[config.mk]
export PLATFORM = sky130hd
export DESIGN_NAME = acp_comparator_ctrl
export DESIGN_NICKNAME = d
export VERILOG_FILES = /design/src/acp_pkg.sv /design/src/acp_sync_if.sv /design/src/acp_comparator_ctrl.sv /design/src/acp_input_route.sv /design/src/acp_sync_detect.sv
export SDC_FILE = /design/constraint.sdc
export NUM_CORES = 1
export LEC_CHECK = 0
export BUFFER_PORTS_ARGS = -buffer_cell sky130_fd_sc_hd__buf_2
export CORE_UTILIZATION = 50
export CTS_BUF_LIST = sky130_fd_sc_hd__clkbuf_2 sky130_fd_sc_hd__clkbuf_4 sky130_fd_sc_hd__clkbuf_8
export DETAILED_ROUTE_END_ITERATION = 8
export GPL_ROUTABILITY_DRIVEN = 0
export PLACE_DENSITY = 0.88
export SKIP_LAST_GASP = 1
export SLEW_MARGIN = 20
export SYNTH_ARGS = -nofsm -noshare
export SYNTH_HDL_FRONTEND = slang
export SYNTH_SLANG_ARGS = --single-unit
[constraint.sdc]
create_clock -name mclk -period 1.72 [get_ports mclk]
set_clock_uncertainty 0.05 [all_clocks]
set_input_delay 0.344 -clock mclk [delete_from_list [all_inputs] [get_ports mclk]]
set_output_delay 0.344 -clock mclk [all_outputs]
set_load 0.005 [all_outputs]
[src/acp_pkg.sv]
// Package: comparator control register map, fields, reset values
package acp_pkg;

  // Register offsets
  localparam logic [7:0] ACP_OFF_DISABLE_LOW = 8'h01;
  localparam logic [7:0] ACP_OFF_CTRL_A = 8'h08;
  localparam logic [7:0] ACP_OFF_CTRL_B = 8'h09;
  localparam logic [7:0] ACP_OFF_DISABLE_HIGH = 8'h02;

  // Control register A fields
  localparam int ACP_A_POWER_OFF = 7;
  localparam int ACP_A_BANDGAP = 6;
  localparam int ACP_A_RESULT = 5;
  localparam int ACP_A_FLAG = 4;
  localparam int ACP_A_IRQ_EN = 3;
  localparam int ACP_A_MUX_NEG = 2;
  localparam int ACP_A_MODE_HI = 1;
  localparam int ACP_A_MODE_LO = 0;

  // Control register B fields
  localparam int ACP_B_HYST_ON = 7;
  localparam int ACP_B_HYST_LEVEL = 6;
  localparam int ACP_B_SEL_HI = 2;

  // Disable register fields
  localparam int ACP_DL_REF_PIN = 3;
  localparam int ACP_DH_LSB = 4;

  // Reset values
  localparam logic [7:0] ACP_RST_CTRL_A = 8'h00;
  localparam logic [7:0] ACP_RST_CTRL_B = 8'h00;
  localparam logic [7:0] ACP_RST_DISABLE_LOW = 8'h00;
  localparam logic [7:0] ACP_RST_DISABLE_HIGH = 8'h00;

  // Writable bit masks
  localparam logic [7:0] ACP_MASK_CTRL_A = 8'hCF;
  localparam logic [7:0] ACP_MASK_CTRL_B = 8'hC7;
  localparam logic [7:0] ACP_MASK_DISABLE_HIGH = 8'hF0;

  // Interrupt modes
  localparam logic [1:0] ACP_MODE_TOGGLE = 2'h0;
  localparam logic [1:0] ACP_MODE_RESERVED = 2'h1;
  localparam logic [1:0] ACP_MODE_FALL = 2'h2;
  localparam logic [1:0] ACP_MODE_RISE = 2'h3;

  // Input selection codes
  localparam logic [1:0] ACP_PIN_A = 2'h0;
  localparam logic [1:0] ACP_PIN_B = 2'h1;
  localparam logic [1:0] ACP_PIN_C = 2'h2;
  localparam logic [1:0] ACP_PIN_BANDGAP = 2'h3;

  // Event edge test, used by the detector only
  function automatic logic acp_event(input logic [1:0] mode,
                                     input logic prev,
                                     input logic cur);
    case (mode)
      ACP_MODE_TOGGLE: acp_event = prev ^ cur;
      ACP_MODE_FALL: acp_event = prev & ~cur;
      ACP_MODE_RISE: acp_event = ~prev & cur;
      default: acp_event = 1'b0;
    endcase
  endfunction

endpackage

[src/acp_sync_if.sv]
// Interface: synchronized comparator result and edge event between modules
`timescale 1ns/1ps
interface acp_sync_if;
  logic result; // Synchronized comparator result
  logic prev; // Result one clock earlier
  logic event_hit; // Selected event seen this cycle
  logic [1:0] mode; // Interrupt mode select
  modport producer (output result, output prev, output event_hit,
    input mode);
  modport consumer (input result, input prev, input event_hit,
    output mode);
endinterface
[src/acp_comparator_ctrl.sv]
// Top: comparator control registers, event flag and input disable
//
// The strobed register port was left to the implementer.
`timescale 1ns/1ps
module acp_comparator_ctrl import acp_pkg::*; #(
  parameter int CONV_PINS = 11 // Converter pins with input buffers
) (
  input wire logic mclk,
  input wire logic rst_n,
  input wire logic clk_en,
  // Register port
  input wire logic [7:0] reg_addr,
  input wire logic [7:0] reg_wdata,
  input wire logic reg_wr,
  input wire logic reg_rd,
  output logic [7:0] reg_rdata,
  // CPU interrupt side
  input wire logic global_irq_en,
  input wire logic irq_vector_ack,
  output logic irq_req,
  // Analog comparator core
  input wire logic raw_result,
  input wire logic converter_enable,
  output logic cmp_power_off,
  output logic [1:0] cmp_pos_source,
  output logic cmp_neg_from_conv,
  output logic [1:0] cmp_neg_pin,
  output logic hysteresis_on,
  output logic hysteresis_level,
  // Pin input buffers
  input wire logic [CONV_PINS-1:0] conv_pin_raw,
  input wire logic ref_pin_raw,
  output logic [CONV_PINS-1:0] conv_pin_buffer_off,
  output logic ref_pin_buffer_off,
  output logic [CONV_PINS-1:0] conv_pin_read,
  output logic ref_pin_read
);

  ////////////////////////////////////////////////////////////////////////
  // State record
  typedef struct packed {
    logic [7:0] ctrl_a; // Control A, result bit unused here
    logic [7:0] ctrl_b; // Control B
    logic [7:0] dis_low; // Low disable register
    logic [7:0] dis_high; // High disable register
    logic [7:0] rdata; // Read data, one cycle later
    logic irq; // Interrupt request
    logic power_off; // Registered power-off output
    logic [1:0] pos_src; // Registered positive source
    logic neg_conv; // Registered negative from mux
    logic [1:0] neg_pin; // Registered negative pin
    logic hyst_on; // Registered hysteresis enable
    logic hyst_lvl; // Registered hysteresis level
    logic [CONV_PINS-1:0] conv_off; // Registered buffer disables
    logic ref_off; // Registered reference disable
    logic [CONV_PINS-1:0] conv_rd; // Gated pin read values
    logic ref_rd; // Gated reference read value
  } acp_state_type;

  acp_state_type st_ff;
  acp_state_type nxt_st;

  localparam acp_state_type ACP_RST_STATE = '{
    ctrl_a: ACP_RST_CTRL_A,
    ctrl_b: ACP_RST_CTRL_B,
    dis_low: ACP_RST_DISABLE_LOW,
    dis_high: ACP_RST_DISABLE_HIGH,
    default: '0
  };

  ////////////////////////////////////////////////////////////////////////
  // Synchronizer and event detect
  acp_sync_if sync ();

  acp_sync_detect u_sync (
    .mclk(mclk),
    .rst_n(rst_n),
    .clk_en(clk_en),
    .raw_result(raw_result), // polarity kept from the core
    .sync(sync)
  );

  // Mode straight from the stored field
  assign sync.mode = {st_ff.ctrl_a[ACP_A_MODE_HI],
                      st_ff.ctrl_a[ACP_A_MODE_LO]};

  ////////////////////////////////////////////////////////////////////////
  // Input routing decode
  logic [1:0] route_pos; // Decoded positive source
  logic route_neg_conv; // Decoded mux-to-negative
  logic [1:0] route_neg_pin; // Decoded negative pin

  acp_input_route u_route (
    .sel(st_ff.ctrl_b[ACP_B_SEL_HI:0]),
    .bandgap(st_ff.ctrl_a[ACP_A_BANDGAP]),
    .mux_neg(st_ff.ctrl_a[ACP_A_MUX_NEG]),
    .conv_en(converter_enable),
    .pos_src(route_pos),
    .neg_from_conv(route_neg_conv),
    .neg_pin(route_neg_pin)
  );

  ////////////////////////////////////////////////////////////////////////
  // Address decode helper
  function automatic logic hit(input logic [7:0] a, input logic [7:0] off);
    hit = (a == off);
  endfunction

  // Disable bits gathered into pin order
  logic [CONV_PINS-1:0] conv_off_vec; // Per-pin buffer disable
  always_comb begin
    conv_off_vec = '0;
    // Low register: pins 0..2 in bits 2:0, pins 3..6 in bits 7:4
    conv_off_vec[2:0] = st_ff.dis_low[2:0];
    conv_off_vec[6:3] = st_ff.dis_low[7:4];
    // High register: pins 7..10 in bits 7:4
    conv_off_vec[10:7] = st_ff.dis_high[7:ACP_DH_LSB];
  end

  ////////////////////////////////////////////////////////////////////////
  // Next state
  always_comb begin
    logic flag_set; // Hardware event this cycle
    logic flag_clr; // Vector or write-one clear
    logic [7:0] a_view; // Control A as read back
    flag_set = 1'b0;
    flag_clr = 1'b0;
    a_view = 8'h00;
    nxt_st = st_ff;
    if (clk_en) begin
      flag_set = sync.event_hit;
      flag_clr = irq_vector_ack;

      // Register writes
      if (reg_wr) begin
        if (hit(reg_addr, ACP_OFF_CTRL_A)) begin
          // Flag and result are not stored from the write data
          nxt_st.ctrl_a = (reg_wdata & ACP_MASK_CTRL_A) |
                          (st_ff.ctrl_a & ~ACP_MASK_CTRL_A);
          if (reg_wdata[ACP_A_FLAG]) begin
            flag_clr = 1'b1;
          end
        end else if (hit(reg_addr, ACP_OFF_CTRL_B)) begin
          nxt_st.ctrl_b = reg_wdata & ACP_MASK_CTRL_B;
        end else if (hit(reg_addr, ACP_OFF_DISABLE_LOW)) begin
          nxt_st.dis_low = reg_wdata;
        end else if (hit(reg_addr, ACP_OFF_DISABLE_HIGH)) begin
          nxt_st.dis_high = reg_wdata & ACP_MASK_DISABLE_HIGH;
        end else begin
          // Unmapped write ignored
          nxt_st.dis_high = st_ff.dis_high;
        end
      end

      // Set wins over clear so no event is lost
      if (flag_set) begin
        nxt_st.ctrl_a[ACP_A_FLAG] = 1'b1;
      end else if (flag_clr) begin
        nxt_st.ctrl_a[ACP_A_FLAG] = 1'b0;
      end

      // Read data, valid the cycle after the strobe
      a_view = st_ff.ctrl_a;
      a_view[ACP_A_RESULT] = sync.result;
      if (reg_rd) begin
        if (hit(reg_addr, ACP_OFF_CTRL_A)) begin
          nxt_st.rdata = a_view;
        end else if (hit(reg_addr, ACP_OFF_CTRL_B)) begin
          nxt_st.rdata = st_ff.ctrl_b;
        end else if (hit(reg_addr, ACP_OFF_DISABLE_LOW)) begin
          nxt_st.rdata = st_ff.dis_low;
        end else if (hit(reg_addr, ACP_OFF_DISABLE_HIGH)) begin
          nxt_st.rdata = st_ff.dis_high;
        end else begin
          nxt_st.rdata = 8'h00; // Unmapped reads zero
        end
      end else begin
        nxt_st.rdata = 8'h00; // Data stand one cycle only
      end

      // Interrupt request from the new flag value
      nxt_st.irq = nxt_st.ctrl_a[ACP_A_FLAG] &
                   nxt_st.ctrl_a[ACP_A_IRQ_EN] &
                   global_irq_en;

      // Analog controls, registered so outputs come from flops
      nxt_st.power_off = nxt_st.ctrl_a[ACP_A_POWER_OFF];
      nxt_st.pos_src = route_pos;
      nxt_st.neg_conv = route_neg_conv;
      nxt_st.neg_pin = route_neg_pin;
      nxt_st.hyst_on = st_ff.ctrl_b[ACP_B_HYST_ON];
      nxt_st.hyst_lvl = st_ff.ctrl_b[ACP_B_HYST_LEVEL];

      // Buffer disable and gated pin reads
      nxt_st.conv_off = conv_off_vec;
      nxt_st.ref_off = st_ff.dis_low[ACP_DL_REF_PIN];
      nxt_st.conv_rd = conv_pin_raw & ~conv_off_vec;
      nxt_st.ref_rd = ref_pin_raw &
                      ~st_ff.dis_low[ACP_DL_REF_PIN];
    end
  end

  // Register the whole state, synchronous reset
  always_ff @(posedge mclk) begin
    if (!rst_n) begin
      st_ff <= ACP_RST_STATE;
    end else begin
      st_ff <= nxt_st;
    end
  end

  ////////////////////////////////////////////////////////////////////////
  // Outputs, all straight from flops
  assign reg_rdata = st_ff.rdata;
  assign irq_req = st_ff.irq;
  assign cmp_power_off = st_ff.power_off;
  assign cmp_pos_source = st_ff.pos_src;
  assign cmp_neg_from_conv = st_ff.neg_conv;
  assign cmp_neg_pin = st_ff.neg_pin;
  assign hysteresis_on = st_ff.hyst_on;
  assign hysteresis_level = st_ff.hyst_lvl;
  assign conv_pin_buffer_off = st_ff.conv_off;
  assign ref_pin_buffer_off = st_ff.ref_off;
  assign conv_pin_read = st_ff.conv_rd;
  assign ref_pin_read = st_ff.ref_rd;

endmodule // acp_comparator_ctrl

[src/acp_input_route.sv]
// Routing decode for comparator positive and negative inputs
`timescale 1ns/1ps
module acp_input_route import acp_pkg::*; (
  input wire logic [2:0] sel,
  input wire logic bandgap,
  input wire logic mux_neg,
  input wire logic conv_en,
  output logic [1:0] pos_src,
  output logic neg_from_conv,
  output logic [1:0] neg_pin
);

  // Combinational input routing
  always_comb begin
    // Positive from selected pin unless bandgap replaces it
    case (sel)
      3'h0, 3'h1: pos_src = ACP_PIN_A;
      3'h2, 3'h3: pos_src = ACP_PIN_B;
      default: pos_src = ACP_PIN_C;
    endcase
    if (bandgap) begin
      pos_src = ACP_PIN_BANDGAP;
    end
    // Negative pin from the dedicated pins; converter mux to negative only while the converter is off
    case (sel)
      3'h0: neg_pin = ACP_PIN_B;
      3'h1: neg_pin = ACP_PIN_C;
      3'h2: neg_pin = ACP_PIN_A;
      3'h3: neg_pin = ACP_PIN_C;
      3'h4: neg_pin = ACP_PIN_A;
      default: neg_pin = ACP_PIN_B;
    endcase
    neg_from_conv = mux_neg & ~conv_en;
  end

endmodule // acp_input_route

[src/acp_sync_detect.sv]
// Two-stage synchronizer and event detector for the comparator output
`timescale 1ns/1ps
module acp_sync_detect import acp_pkg::*; (
  input wire logic mclk,
  input wire logic rst_n,
  input wire logic clk_en,
  input wire logic raw_result,
  acp_sync_if.producer sync
);

  ////////////////////////////////////////////////////////////////////////
  // State
  typedef struct packed {
    logic meta; // First stage, read only by second
    logic stable; // Second stage
    logic prev; // Stable value one clock ago
  } acp_sd_state_type;

  acp_sd_state_type st_ff;
  acp_sd_state_type nxt_st;

  ////////////////////////////////////////////////////////////////////////
  // Next state
  always_comb begin
    nxt_st = st_ff;
    if (clk_en) begin
      nxt_st.meta = raw_result;
      nxt_st.stable = st_ff.meta;
      nxt_st.prev = st_ff.stable;
    end
  end

  // Register, synchronous reset
  always_ff @(posedge mclk) begin
    if (!rst_n) begin
      st_ff <= '0;
    end else begin
      st_ff <= nxt_st;
    end
  end

  assign sync.result = st_ff.stable;
  assign sync.prev = st_ff.prev;
  // Compare clock to clock on the synchronized value only
  assign sync.event_hit = clk_en &
    acp_event(sync.mode, st_ff.prev, st_ff.stable);

endmodule // acp_sync_detect

# Yosys cells after proc, flatten, opt, wreduce, memory -nomap -nowiden
# Cells that the tools add are included.
[op_classes] mux=25 reduce_logical=10 bitwise=15 eq_ne=18
[op_table] op="$mux 8" n=10
[op_table] op="$mux 32" n=2
[op_table] op="$mux 24" n=1
[op_table] op="$eq 8x4->1 const B" n=2
[op_table] op="$mux 16" n=1
[op_table] op="$and 11x11->11" n=1
[op_table] op="$not 11->11" n=1
[op_table] op="$ne 2x1->1 const B" n=5
[op_table] op="$eq 8x1->1 const B" n=1
[op_table] op="$eq 8x2->1 const B" n=1
[op_table] op="$or 8x6->8" n=1
[op_table] op="$pmux 2 s2" n=2
[op_table] op="$reduce_or 2->1" n=4
[op_table] op="$and 1x1->1" n=7
[op_table] op="$mux 1" n=7
[op_table] op="$eq 3x2->1 const B" n=2
[op_table] op="$ne 2x2->1 const B" n=3
[op_table] op="$reduce_and 6->1" n=1
[op_table] op="$reduce_and 5->1" n=1
[op_table] op="$eq 2x2->1 const B" n=2
[op_table] op="$not 1->1" n=4
[op_table] op="$reduce_and 4->1" n=1
[op_table] op="$eq 3x1->1 const B" n=1
[op_table] op="$eq 3x3->1 const B" n=1
[op_table] op="other kinds (6)" n=6
[totals] out_inout_bits=41 input_bits=37 register_bits=76

# Logic depth before layout (Yosys ltp)
# Gate-level depths: netlist of the first run.
[depth] depth_word=12 mapped_depth=6

# Cells and area by module
# Synthesis of the first run repeated with hierarchy kept, for this count alone.
[unflattened] cells_unflattened=341 hier_area_um2=3174.3
[modules_own_cells] mod="acp_comparator_ctrl" area_each_um2=2955.3 n_inst=1 seq_area_each_um2=1281.2 cells_each=317
[modules_own_cells] mod="acp_sync_detect" area_each_um2=171.4 n_inst=1 seq_area_each_um2=60.1 cells_each=17
[modules_own_cells] mod="acp_input_route" area_each_um2=47.5 n_inst=1 seq_area_each_um2=0.0 cells_each=7

# Least setup slack after synthesis of the first run
# OpenSTA, ideal clock, no wires.
[synth_path] kind="input port to flip-flop" from="in reg_addr[1]" to="reg st_ff (netlist bit conv_off_vec[6])" path_stages=5 path_buffers=1 arrival_time_ns=1.545 required_ns=1.542 setup_slack_ns=-0.003 path_cell_list="buf_2 > nor4b_2 > nand4_2 > mux2i_1 > nor2_1"
[synth_via] elab_chain_cells=3 elab_cells_between_ends=7 cone_classes="6 x eq/ne; 1 x reduce/logical"
[synth_rtl] element="start, declared" line_no="acp_comparator_ctrl.sv:12" rtl="input wire logic [7:0] reg_addr,"
[synth_rtl] element="$eq 8x1->1 or $eq 8x4->1 (tied branches)" line_no="acp_comparator_ctrl.sv:106" rtl="hit = (a == off);"
[synth_rtl] element="$ne 2x1->1 (no line) or $ne 2x2->1 (tied branches)"
[synth_rtl] element="$reduce_and 5->1 (no line) *"
[synth_rtl] element="end signal, assigned" line_no="acp_comparator_ctrl.sv:208" rtl="st_ff <= nxt_st;"
[synth_rtl] element="end, declared" line_no="acp_comparator_ctrl.sv:60" rtl="acp_state_type st_ff;"
# Mark *: on every way between the ends. The rest lies on a longest branch, timed or not.
# A chain may end at the register's enable or synchronous reset.

# Final worst setup path of the first run
[layout_path] from="reg u_sync.st_ff (netlist bit u_sync.sync.result)" to="reg st_ff (netlist bit irq_req)"
[layout_via] elab_chain_cells=8 elab_cells_between_ends=10 cone_classes="3 x mux; 7 x bitwise"
[layout_rtl] element="start, declared" line_no="acp_sync_detect.sv:19" rtl="acp_sd_state_type st_ff;"
[layout_rtl] element="start signal, assigned" line_no="acp_sync_detect.sv:38" rtl="st_ff <= nxt_st;"
[layout_rtl] element="$not 1->1" line_no="acp_pkg.sv:58" rtl="ACP_MODE_FALL: acp_event = prev & ~cur;"
[layout_rtl] element="$and 1x1->1" line_no="acp_pkg.sv:58"
[layout_rtl] element="$pmux 1 s3 *" line_no="acp_pkg.sv:56" rtl="case (mode)"
[layout_rtl] element="$and 1x1->1 *" line_no="acp_sync_detect.sv:45" rtl="assign sync.event_hit = clk_en &"
[layout_rtl] element="$mux 1 *" line_no="acp_comparator_ctrl.sv:156" rtl="if (flag_set) begin"
[layout_rtl] element="$mux 1 *" line_no="acp_comparator_ctrl.sv:130" rtl="if (clk_en) begin"
[layout_rtl] element="$and 1x1->1 *" line_no="acp_comparator_ctrl.sv:182" rtl="nxt_st.irq = nxt_st.ctrl_a[ACP_A_FLAG] &"
[layout_rtl] element="$and 1x1->1 *" line_no="acp_comparator_ctrl.sv:183" rtl="nxt_st.ctrl_a[ACP_A_IRQ_EN] &"
# Mark *: on every way between the ends. The rest lies on a longest branch, timed or not. The select of a mux whose other input is x is not followed.

==> results of run 1 <==
==> worst max-delay path: stages (launching register included) <==
cell	delay, ns
dfxtp_1	0.33
inv_1	0.05
ha_1	0.28
nor2b_1	0.13
o31ai_1	0.28
a32oi_1	0.12
o31ai_1	0.23
==> sequential cells by signal, indices dropped and copies added (netlist names), 2 cells and up <==
signal / count
cmp_neg_pin: 2
cmp_pos_source: 2
conv_off_vec: 11
conv_pin_buffer_off: 11
conv_pin_read: 11
reg_rdata: 8
st_ff: 13
==> worst paths after layout <==
kind                                        to  cells after the start  slack, ns                            start
hold reg to reg      reg_rdata[4]$_SDFFE_PN0P_                      2       0.41        reg_rdata[4]$_SDFFE_PN0P_
hold / removal    u_sync.st_ff[2]$_SDFFE_PN0P_                      3       0.21                       raw_result
setup reg to reg          irq_req$_SDFFE_PN0P_                      6       0.18  u_sync.sync.result$_SDFFE_PN0P_
setup / recovery          irq_req$_SDFFE_PN0P_                      6       0.18  u_sync.sync.result$_SDFFE_PN0P_
==> cell type report <==
type	count	area, sq um	area share, %
Clock buffer	12	165	4.57
Timing Repair Buffer	89	475	13.1
Clock inverter	4	95.1	2.63
Sequential cell	67	1340	37.1
Tap cell	75	93.8	2.60
Inverter	6	22.5	0.623
Multi-Input combinational cell	216	1420	39.3
==> synthesized netlist by cell type, drive strengths merged <==
library cell	instances	area share [%]
dfxtp	67	43
o22a	2	0.56
and4	1	0.28
a21o	3	0.73
mux2i	34	11
nor2	41	5.0
o22ai	1	0.20
a32oi	1	0.28
and4bb	1	0.40
clkinv	1	0.12
nand4	4	1.0
nand2b	18	3.6
a22oi	6	1.5
clkbuf	11	1.3
nand3	9	1.6
a21oi	31	5.0
or2	1	0.20
nor4b	3	1.5
a2bb2oi	2	0.56
ha	2	0.81
nand2	17	2.1
nor4	1	0.69
nand3b	14	3.4
nor2b	7	1.4
a211oi	1	0.24
a311oi	1	0.28
o21ai	3	0.48
inv	5	0.60
and2	4	0.81
buf	40	9.2
o31ai	6	1.5
or3	2	0.56
==> report_power, final <==
part | total (mW) | internal [mW] | switching, mW
clock network | 1.67 | 1.08 | 0.587
logic | 0.234 | 0.104 | 0.130
registers | 1.59 | 1.58 | 0.0130
==> layer usage <==
metal | vias to the layer above | routed length (um) | global-route usage, % | share of wire, %
met2 | 77 | 3430 | 37.3 | 48
met4 | 0 | 168 | 12.0 | 2.3
li1 | 1238 | - | - | -
met1 | 1200 | 3120 | 29.4 | 44
met5 | - | 0 | 0 | 0
met3 | 12 | 446 | 4.94 | 6.2
==> cells by family after synthesis <==
family          after synthesis  share of synthesized area, %
fa+ha+maj                     2                         0.806
mux                          34                          11.0
compound gates               57                          11.3
flops                        67                          43.2
simple gates                123                          22.5
buf+inv                      57                          11.2
==> metrics.log, run 1 <==
[metrics] status: finished clean
[metrics] clock buffers created by TritonCTS: 9
[metrics] starting utilization of the core area: 52.1%
[metrics] global-route wire length before repair: 11100 um
[metrics] hold crit path type: input pin to flop
[metrics] count of synthesis-stage warnings from yosys: 0
[metrics] overall track demand over capacity in global routing: 23.3%
[metrics] peak supply drop: 489 uV
[metrics] register area share after synthesis: 43.2%
[metrics] synthesized area per cell: 9.13 sq um
[metrics] residual antenna-violating net count after detailed routing: 0
[metrics] number of antenna violations at the first check in global routing: 0
[metrics] Vert. Die Dim: 80.8 um
[metrics] area of the core: 5960 sq um
[metrics] layout cells sized above 1: 28.4%
[metrics] area of the mapped netlist: 3100 sq um
[metrics] antenna diode count: 0
[metrics] Worst Setup Slack post-DPL: -0.0240 ns
[metrics] CTS tree: built
[metrics] cells resized by post-CTS repair: 0
[metrics] data arrival time of the critical path: 1.75 ns
[metrics] post-CTS setup-driven buffer insertion count: 0
[metrics] placed wire-length estimate after detailed placement: 5170 um
[metrics] syn nets: 379
[metrics] count of clock tree sinks: 67
[metrics] measured slew at the worst slew-check pin: 0.361 ns
[metrics] Vias: 2527
[metrics] share of the core filled with cells in the final layout: 60.7%
[metrics] number of max-cap violations: 0
[metrics] CTS clk-pin slew, worst paths: 0.07 ns
[metrics] minimum setup slack in the final design: 0.184 ns
[metrics] GRT overflow: 0
[metrics] pin count of the biggest net entering global routing: 36
[metrics] clock latency on the worst-skew pair: 0.34 ns
[metrics] number of H-tree levels: 3
[metrics] type of the setup path with the least slack: flop to flop
[metrics] I/O pin total: 78
[metrics] power density relative to cell area: 965 nW/um^2
[metrics] placed cell areas: 3360 sq um
[metrics] Fin. Hold Viols: 0
[metrics] Final Setup Violations: 0
[metrics] final cycle utilization of the critical path: 89.3%
[metrics] Filler Cells Inserted: 500
[metrics] top library cells by usage in the layout, fill and taps aside: buf_2 (77), dfxtp_1 (67), nor2_1 (41)
[metrics] Worst Setup Start Kind: flop
[metrics] cells after synthesis: 340
[metrics] number of DRC violations after detailed routing: 0
[metrics] setup TNS: 0 ns
[metrics] post-synthesis sequential element count: 67
[metrics] Vias/cell: 5.39
[metrics] detail-routed net length per standard cell: 15.3 um
[metrics] worst-case hold slack: 0.210 ns
[metrics] layout overhead on the synthesized area: 16.5%
[metrics] first-pass iteration count of the detailed router: 4
[metrics] most common cell after layout, fill and taps aside: buf_2
[metrics] number of nets in the final layout: 428
[metrics] vias in the first global route: 2256
[metrics] number of DRC violations after detailed-routing iteration 0: 177
[metrics] slew margin rel.: 75.8%
[metrics] count of input and output buffers: 77
[metrics] setup repair after global routing missed its margin: no
[metrics] required time of the critical path: 1.93 ns
[metrics] Final Routed Wirelength: 7170 um
[metrics] final instance area: 3620 sq um
[metrics] clk root buf: clkbuf_8
[metrics] total design power: 3.49 mW
[metrics] area enclosed by the die boundary: 6520 sq um
[metrics] non-filler instance count after layout: 469
[metrics] num rows: 28
[metrics] CP endpoint kind: flop
[metrics] Netlist cell types: 39
[metrics] largest fanout on the critical path: 2
[metrics] clock buffer depth: 2
[metrics] post-placement cell count: 453
[metrics] maximum clock rate: 651 MHz
[metrics] chip width: 80.8 um
[metrics] # hold bufs at CTS: 0
[metrics] number of max-slew violations in the final report: 0
[metrics] static leakage power: 1.66 nW
[metrics] Min Clock Period, post-route: 1.54 ns
Note: power is estimated with default switching activity, not from simulation.
==> inputs of run 2 (changes only) <==
Settings changed: ABC_AREA set to 1, CORE_UTILIZATION 50 to 49, PLACE_DENSITY 0.88 to 0.86.
==> run 2 against run 1 <==
Die area increased by 1.5%. Hold slack got worse by 0.0048 ns. Count of clock-buffer cells in the layout is the same. Global-route usage grew 0.21 points. Worst setup slack better by 0.11 ns. Largest power group is now registers.
==> metrics.log, run 2 <==
[metrics] area of the mapped netlist: 3090 sq um
[metrics] hold crit path type: input pin to flop
[metrics] data arrival time of the critical path: 1.65 ns
[metrics] EDFF count, synth: 0
[metrics] top library cells by usage in the layout, fill and taps aside: buf_2 (77), dfxtp_1 (67), nand2_1 (64)
[metrics] largest fanout on the critical path: 4
[metrics] maximum clock rate: 702 MHz
[metrics] final cycle utilization of the critical path: 82.8%
[metrics] post-CTS setup-driven buffer insertion count: 0
[metrics] portion of synthesized cell area occupied by the leading cell type: 43.4%
[metrics] final instance area: 3460 sq um
[metrics] Netlist cell types: 29
[metrics] Fin. Hold Viols: 0
[metrics] cells after synthesis: 408
[metrics] cells resized by post-CTS repair: 0
[metrics] static leakage power: 1.61 nW
[metrics] count of input and output buffers: 77
[metrics] clk root buf: clkbuf_8
[metrics] placed wire-length estimate after detailed placement: 5190 um
[metrics] post-placement cell count: 516
[metrics] total design power: 3.14 mW
[metrics] overall track demand over capacity in global routing: 23.5%
[metrics] layout overhead on the synthesized area: 12.2%
[metrics] register area share after synthesis: 43.4%
[metrics] reg-to-reg endpoint: irq_req$_SDFFE_PN0P_
[metrics] Critical Path Start: u_sync.sync.result$_SDFFE_PN0P_
[metrics] synthesized area per cell: 7.57 sq um
[metrics] top cells by area in the synthesized netlist: dfxtp_1 (43%), a21oi_1 (10%), buf_4 (8.5%), nand2_1 (7.8%), o21ai_0 (5.7%)
[metrics] # hold bufs at CTS: 0
[metrics] number of max-slew violations in the final report: 0
[metrics] GRT overflow: 0
[metrics] number of nets in the final layout: 491
[metrics] number of H-tree levels: 3
[metrics] antenna diode count: 0
[metrics] share of the core filled with cells in the final layout: 57.8%
[metrics] count of synthesis-stage warnings from yosys: 0
[metrics] Vert. Die Dim: 81.4 um
[metrics] layout cells sized above 1: 25.9%
[metrics] num rows: 28
[metrics] CP endpoint kind: flop
[metrics] CTS tree: built
[metrics] chip width: 81.4 um
[metrics] crit path capture: irq_req$_SDFFE_PN0P_
[metrics] depth of the worst register-to-register path: 9
[metrics] type of the setup path with the least slack: flop to flop
[metrics] vias in the first global route: 2490
[metrics] number of flip-flops under the largest register name: 13
[metrics] first-pass iteration count of the detailed router: 4
[metrics] area of the core: 5990 sq um
[metrics] minimum setup slack in the final design: 0.296 ns
[metrics] count of clock tree sinks: 67
[metrics] setup slack of the worst register-to-register path: 0.30 ns
[metrics] global-route wire length before repair: 11600 um
[metrics] Reg2Reg Launch Point: u_sync.sync.result$_SDFFE_PN0P_
[metrics] number of DRC violations after detailed-routing iteration 0: 195
[metrics] slew margin rel.: 47.9%
[metrics] residual antenna-violating net count after detailed routing: 0
[metrics] clock buffers created by TritonCTS: 9
[metrics] number of DRC violations after detailed routing: 0
[metrics] measured slew at the worst slew-check pin: 0.781 ns
[metrics] Most flops, register: st_ff
[metrics] Worst Setup Start Kind: flop
[metrics] commonest cells in the synthesized netlist: dfxtp_1 (67), nand2_1 (64), a21oi_1 (63), inv_1 (37)
[metrics] syn nets: 447
[metrics] worst-case hold slack: 0.205 ns
[metrics] non-filler instance count after layout: 531
[metrics] Min Clock Period, post-route: 1.42 ns
[metrics] clock buffer depth: 2
[metrics] starting utilization of the core area: 51.5%
[metrics] I/O pin total: 78
[metrics] clock latency on the worst-skew pair: 0.34 ns
[metrics] CTS clk-pin slew, worst paths: 0.07 ns
[metrics] most common cell after layout, fill and taps aside: buf_2
[metrics] number of antenna violations at the first check in global routing: 0
[metrics] most common flop cell mapped by yosys: dfxtp_1
[metrics] number of max-cap violations: 0
[metrics] setup TNS: 0 ns
[metrics] Final Routed Wirelength: 7010 um
[metrics] power density relative to cell area: 907 nW/um^2
[metrics] area enclosed by the die boundary: 6620 sq um
[metrics] pin count of the biggest net entering global routing: 38
[metrics] peak supply drop: 546 uV
[metrics] Vias/cell: 5.20
[metrics] status: finished clean
[metrics] Final Setup Violations: 0
[metrics] placed cell areas: 3280 sq um
[metrics] proportion of synthesized flip-flops having asynchronous set or reset: 0%
[metrics] setup repair after global routing missed its margin: no
[metrics] Vias: 2763
[metrics] required time of the critical path: 1.95 ns
[metrics] detail-routed net length per standard cell: 13.2 um
[metrics] cell with the most instances after synthesis: dfxtp_1
[metrics] post-synthesis sequential element count: 67
[metrics] library cell with the largest summed area after synthesis: dfxtp_1
[metrics] Worst Setup Slack post-DPL: 0.159 ns
run 2: report_power, final:
group	leakage (nW)	internal (mW)	switching [mW]
Clock	0.100	0.706	0.550
Combinational	0.959	0.109	0.162
Sequential	0.546	1.60	0.0206
Total	1.61	2.41	0.733
run 2: worst min-delay path by stage:
stage,startpoint,end,slack [ns],cells after the start
6_report,raw_result,u_sync.st_ff[2]$_SDFFE_PN0P_,0.20,3
3_3_place_gp,reg_rdata[5]$_SDFFE_PN0P_,reg_rdata[5]$_SDFFE_PN0P_,0.40,2
5_1_grt,conv_pin_raw[0],conv_pin_read[0]$_SDFFE_PN0P_,0.20,3
4_1_cts,raw_result,u_sync.st_ff[2]$_SDFFE_PN0P_,0.19,3
3_5_place_dp,conv_pin_read[3]$_SDFFE_PN0P_,conv_pin_read[3]$_SDFFE_PN0P_,0.41,2
2_1_floorplan,cmp_neg_pin[0]$_SDFFE_PN0P_,cmp_neg_pin[0]$_SDFFE_PN0P_,0.39,2
run 2: metal layers:
metal	vias to the layer above	GRT usage, %	wire (um)
li1	1386	-	-
met1	1257	30.7	3250
met2	105	36.5	3180
met3	15	6.18	462
met4	0	9.29	124
met5	-	0	0
run 2: area by class of cell:
class	count	area [sq um]
Clock inverter	3	40.0
Timing Repair Buffer	83	430
Multi-Input combinational cell	248	1250
Fill cell	587	2530
Tap cell	75	93.8
Inverter	43	166
Sequential cell	67	1340
Clock buffer	12	146
run 2: logic make-up after synthesis:
family,count (synthesis),share of synthesized area [%]
simple gates,129,19.6
compound gates,116,19.7
buf+inv,93,16.2
flops,67,43.4
fa+ha+maj,2,0.810
xor+xnor,1,0.284
run 2: worst max-delay path, stage by stage (launching register included):
cell and delay, ns:
dfxtp_1 0.33, inv_1 0.08, ha_1 0.28, o21ai_0 0.15, nand3_1 0.10, nand2_1 0.09
nand2_1 0.06, nor2_1 0.10, nor2_1 0.05, nor2_1 0.07
==> inputs of run 3 (changes only) <==
Clock period 1.72 ns to 1.3 ns, I/O delays scaled along.
==> run 3 against run 2 <==
Fmax grew 13%. Critical path type unchanged. Largest power group unchanged. Power up 33%. Via count increased by 4.5%.
==> metrics.log, run 3 (same netlist as run 2, synthesis figures left out) <==
[metrics] Fin. Hold Viols: 0
[metrics] largest fanout on the critical path: 2
[metrics] clock latency on the worst-skew pair: 0.33 ns
[metrics] Cell Chain, Critical Path: inv_2 > ha_4 > o21ai_2 > nand3_1 > nand2_1 > nand2_1 > nor2_1 > nor2_1 > nor2_1
[metrics] hold crit path type: input pin to flop
[metrics] residual antenna-violating net count after detailed routing: 0
[metrics] register area: 1340 sq um
[metrics] chip width: 81.4 um
[metrics] number of H-tree levels: 3
[metrics] Final Routed Wirelength: 7630 um
[metrics] worst-case hold slack: 0.100 ns
[metrics] status: finished clean
[metrics] Most flops, register: st_ff
[metrics] global-route wire length before repair: 12700 um
[metrics] CTS clk-pin slew, worst paths: 0.07 ns
[metrics] gate family responsible for the most delay along the worst path: simple AND/OR/NAND/NOR gates
[metrics] placed wire-length estimate after detailed placement: 5590 um
[metrics] peak supply drop: 720 uV
[metrics] minimum setup slack in the final design: 0.0360 ns
[metrics] clk root buf: clkbuf_8
[metrics] I/O pin total: 78
[metrics] setup repair after global routing missed its margin: yes
[metrics] type of the setup path with the least slack: flop to flop
[metrics] CP endpoint kind: flop
[metrics] Final Setup Violations: 0
[metrics] layout cells sized above 1: 29.8%
[metrics] number of flip-flops under the largest register name: 13
[metrics] slew margin rel.: 78.1%
[metrics] measured slew at the worst slew-check pin: 0.328 ns
[metrics] combined area of the multi-input logic cells: 1270 sq um
[metrics] depth of the worst register-to-register path: 9
[metrics] number of logic stages on the critical path including buffering: 9
[metrics] placed cell areas: 3450 sq um
[metrics] total design power: 4.19 mW
[metrics] num rows: 28
[metrics] vias in the first global route: 2654
[metrics] antenna diode count: 0
[metrics] static leakage power: 1.70 nW
[metrics] number of antenna violations at the first check in global routing: 0
[metrics] detail-routed net length per standard cell: 13.9 um
[metrics] count of input and output buffers: 77
[metrics] Vias/cell: 5.27
[metrics] GRT overflow: 0
[metrics] layout overhead on the synthesized area: 19.1%
[metrics] maximum single-stage delay on the critical path: 0.35 ns
[metrics] number of nets in the final layout: 508
[metrics] Vias: 2886
[metrics] power density relative to cell area: 1140 nW/um^2
[metrics] first-pass iteration count of the detailed router: 5
[metrics] most common cell after layout, fill and taps aside: buf_2
[metrics] count of clock tree sinks: 67
[metrics] area enclosed by the die boundary: 6620 sq um
[metrics] final instance area: 3680 sq um
[metrics] overall track demand over capacity in global routing: 25.4%
[metrics] required time of the critical path: 1.52 ns
[metrics] number of DRC violations after detailed-routing iteration 0: 196
[metrics] CP Buf/Inv Count: 1
[metrics] cell occurring most often along the worst timing path: nor2_1
[metrics] number of DRC violations after detailed routing: 0
[metrics] Min Clock Period, post-route: 1.26 ns
[metrics] area of the core: 5990 sq um
[metrics] Filler Cells Inserted: 535
[metrics] Worst Setup Slack post-DPL: -0.171 ns
[metrics] number of max-cap violations: 0
[metrics] clock buffers created by TritonCTS: 9
[metrics] WHS Path Cells: 3
[metrics] Vert. Die Dim: 81.4 um
[metrics] number of max-slew violations in the final report: 0
[metrics] starting utilization of the core area: 51.5%
[metrics] pin count of the biggest net entering global routing: 38
[metrics] maximum clock rate: 791 MHz
[metrics] CTS tree: built
[metrics] top library cells by usage in the layout, fill and taps aside: buf_2 (77), dfxtp_1 (65), nand2_1 (64)
[metrics] clock buffer depth: 2
[metrics] Worst Setup Start Kind: flop
[metrics] standard cell with the maximum stage delay on the critical path: dfxtp_2
[metrics] data arrival time of the critical path: 1.49 ns
[metrics] final cycle utilization of the critical path: 97.2%
-- run 3: area by class of cell --
| class | count | area share (%) |
|---|---|---|
| timing repair buffer | 100 | 16.6 |
| sequential | 67 | 36.5 |
| multi-input combinational | 248 | 34.7 |
| clock buffer | 14 | 4.90 |
| inverter | 43 | 4.52 |
| clock inverter | 1 | 0.204 |
| tap | 75 | 2.55 |
-- run 3: layer usage --
layer | part of all wire, % | wire (um) | vias up | global-route usage (%)
met5 | 0 | 0 | - | 0
met4 | 1.9 | 143 | 0 | 9.82
met3 | 6.5 | 498 | 14 | 6.07
met2 | 47 | 3580 | 108 | 41.0
met1 | 45 | 3410 | 1344 | 32.5
li1 | - | - | 1420 | -
-- run 3: through the flow --
stage          instances  setup TNS, ns  utilization (%)
3_5_place_dp         532          -2.87             57.6
5_1_grt              548        -0.0401             61.4
3_3_place_gp         532          -1.76             57.6
4_1_cts              547              0             61.2
2_1_floorplan        408              0                -
6_report             548              0             61.4
-- run 3: tightest hold or removal path: cells and delay by family --
kind                   cells  cell delay (ns)
buffers and inverters      1             0.08
and+or+nand+nor            2             0.11
-- run 3: where the power goes --
group / leakage [nW] / switching, mW / internal (mW)
combinational: 1.06 / 0.228 / 0.188
sequential: 0.547 / 0.0298 / 2.11
clock: 0.0956 / 0.744 / 0.883
-- run 3: path summary, 6_finish.rpt --
path	startpoint	end	slack, ns
setup reg to reg	u_sync.sync.result$_SDFFE_PN0P_	irq_req$_SDFFE_PN0P_	0.04
hold / removal	raw_result	u_sync.st_ff[2]$_SDFFE_PN0P_	0.10
hold reg to reg	ref_pin_read$_SDFFE_PN0P_	ref_pin_read$_SDFFE_PN0P_	0.41
setup / recovery	u_sync.sync.result$_SDFFE_PN0P_	irq_req$_SDFFE_PN0P_	0.04
-- run 3: timing repair --
item	CTS	global route
resized for setup	8	2
hold buffers	0	0
buffers inserted	0	1
hold endpoints to repair	0	0
pin swaps	10	7
endpoints found under the setup margin	1	2
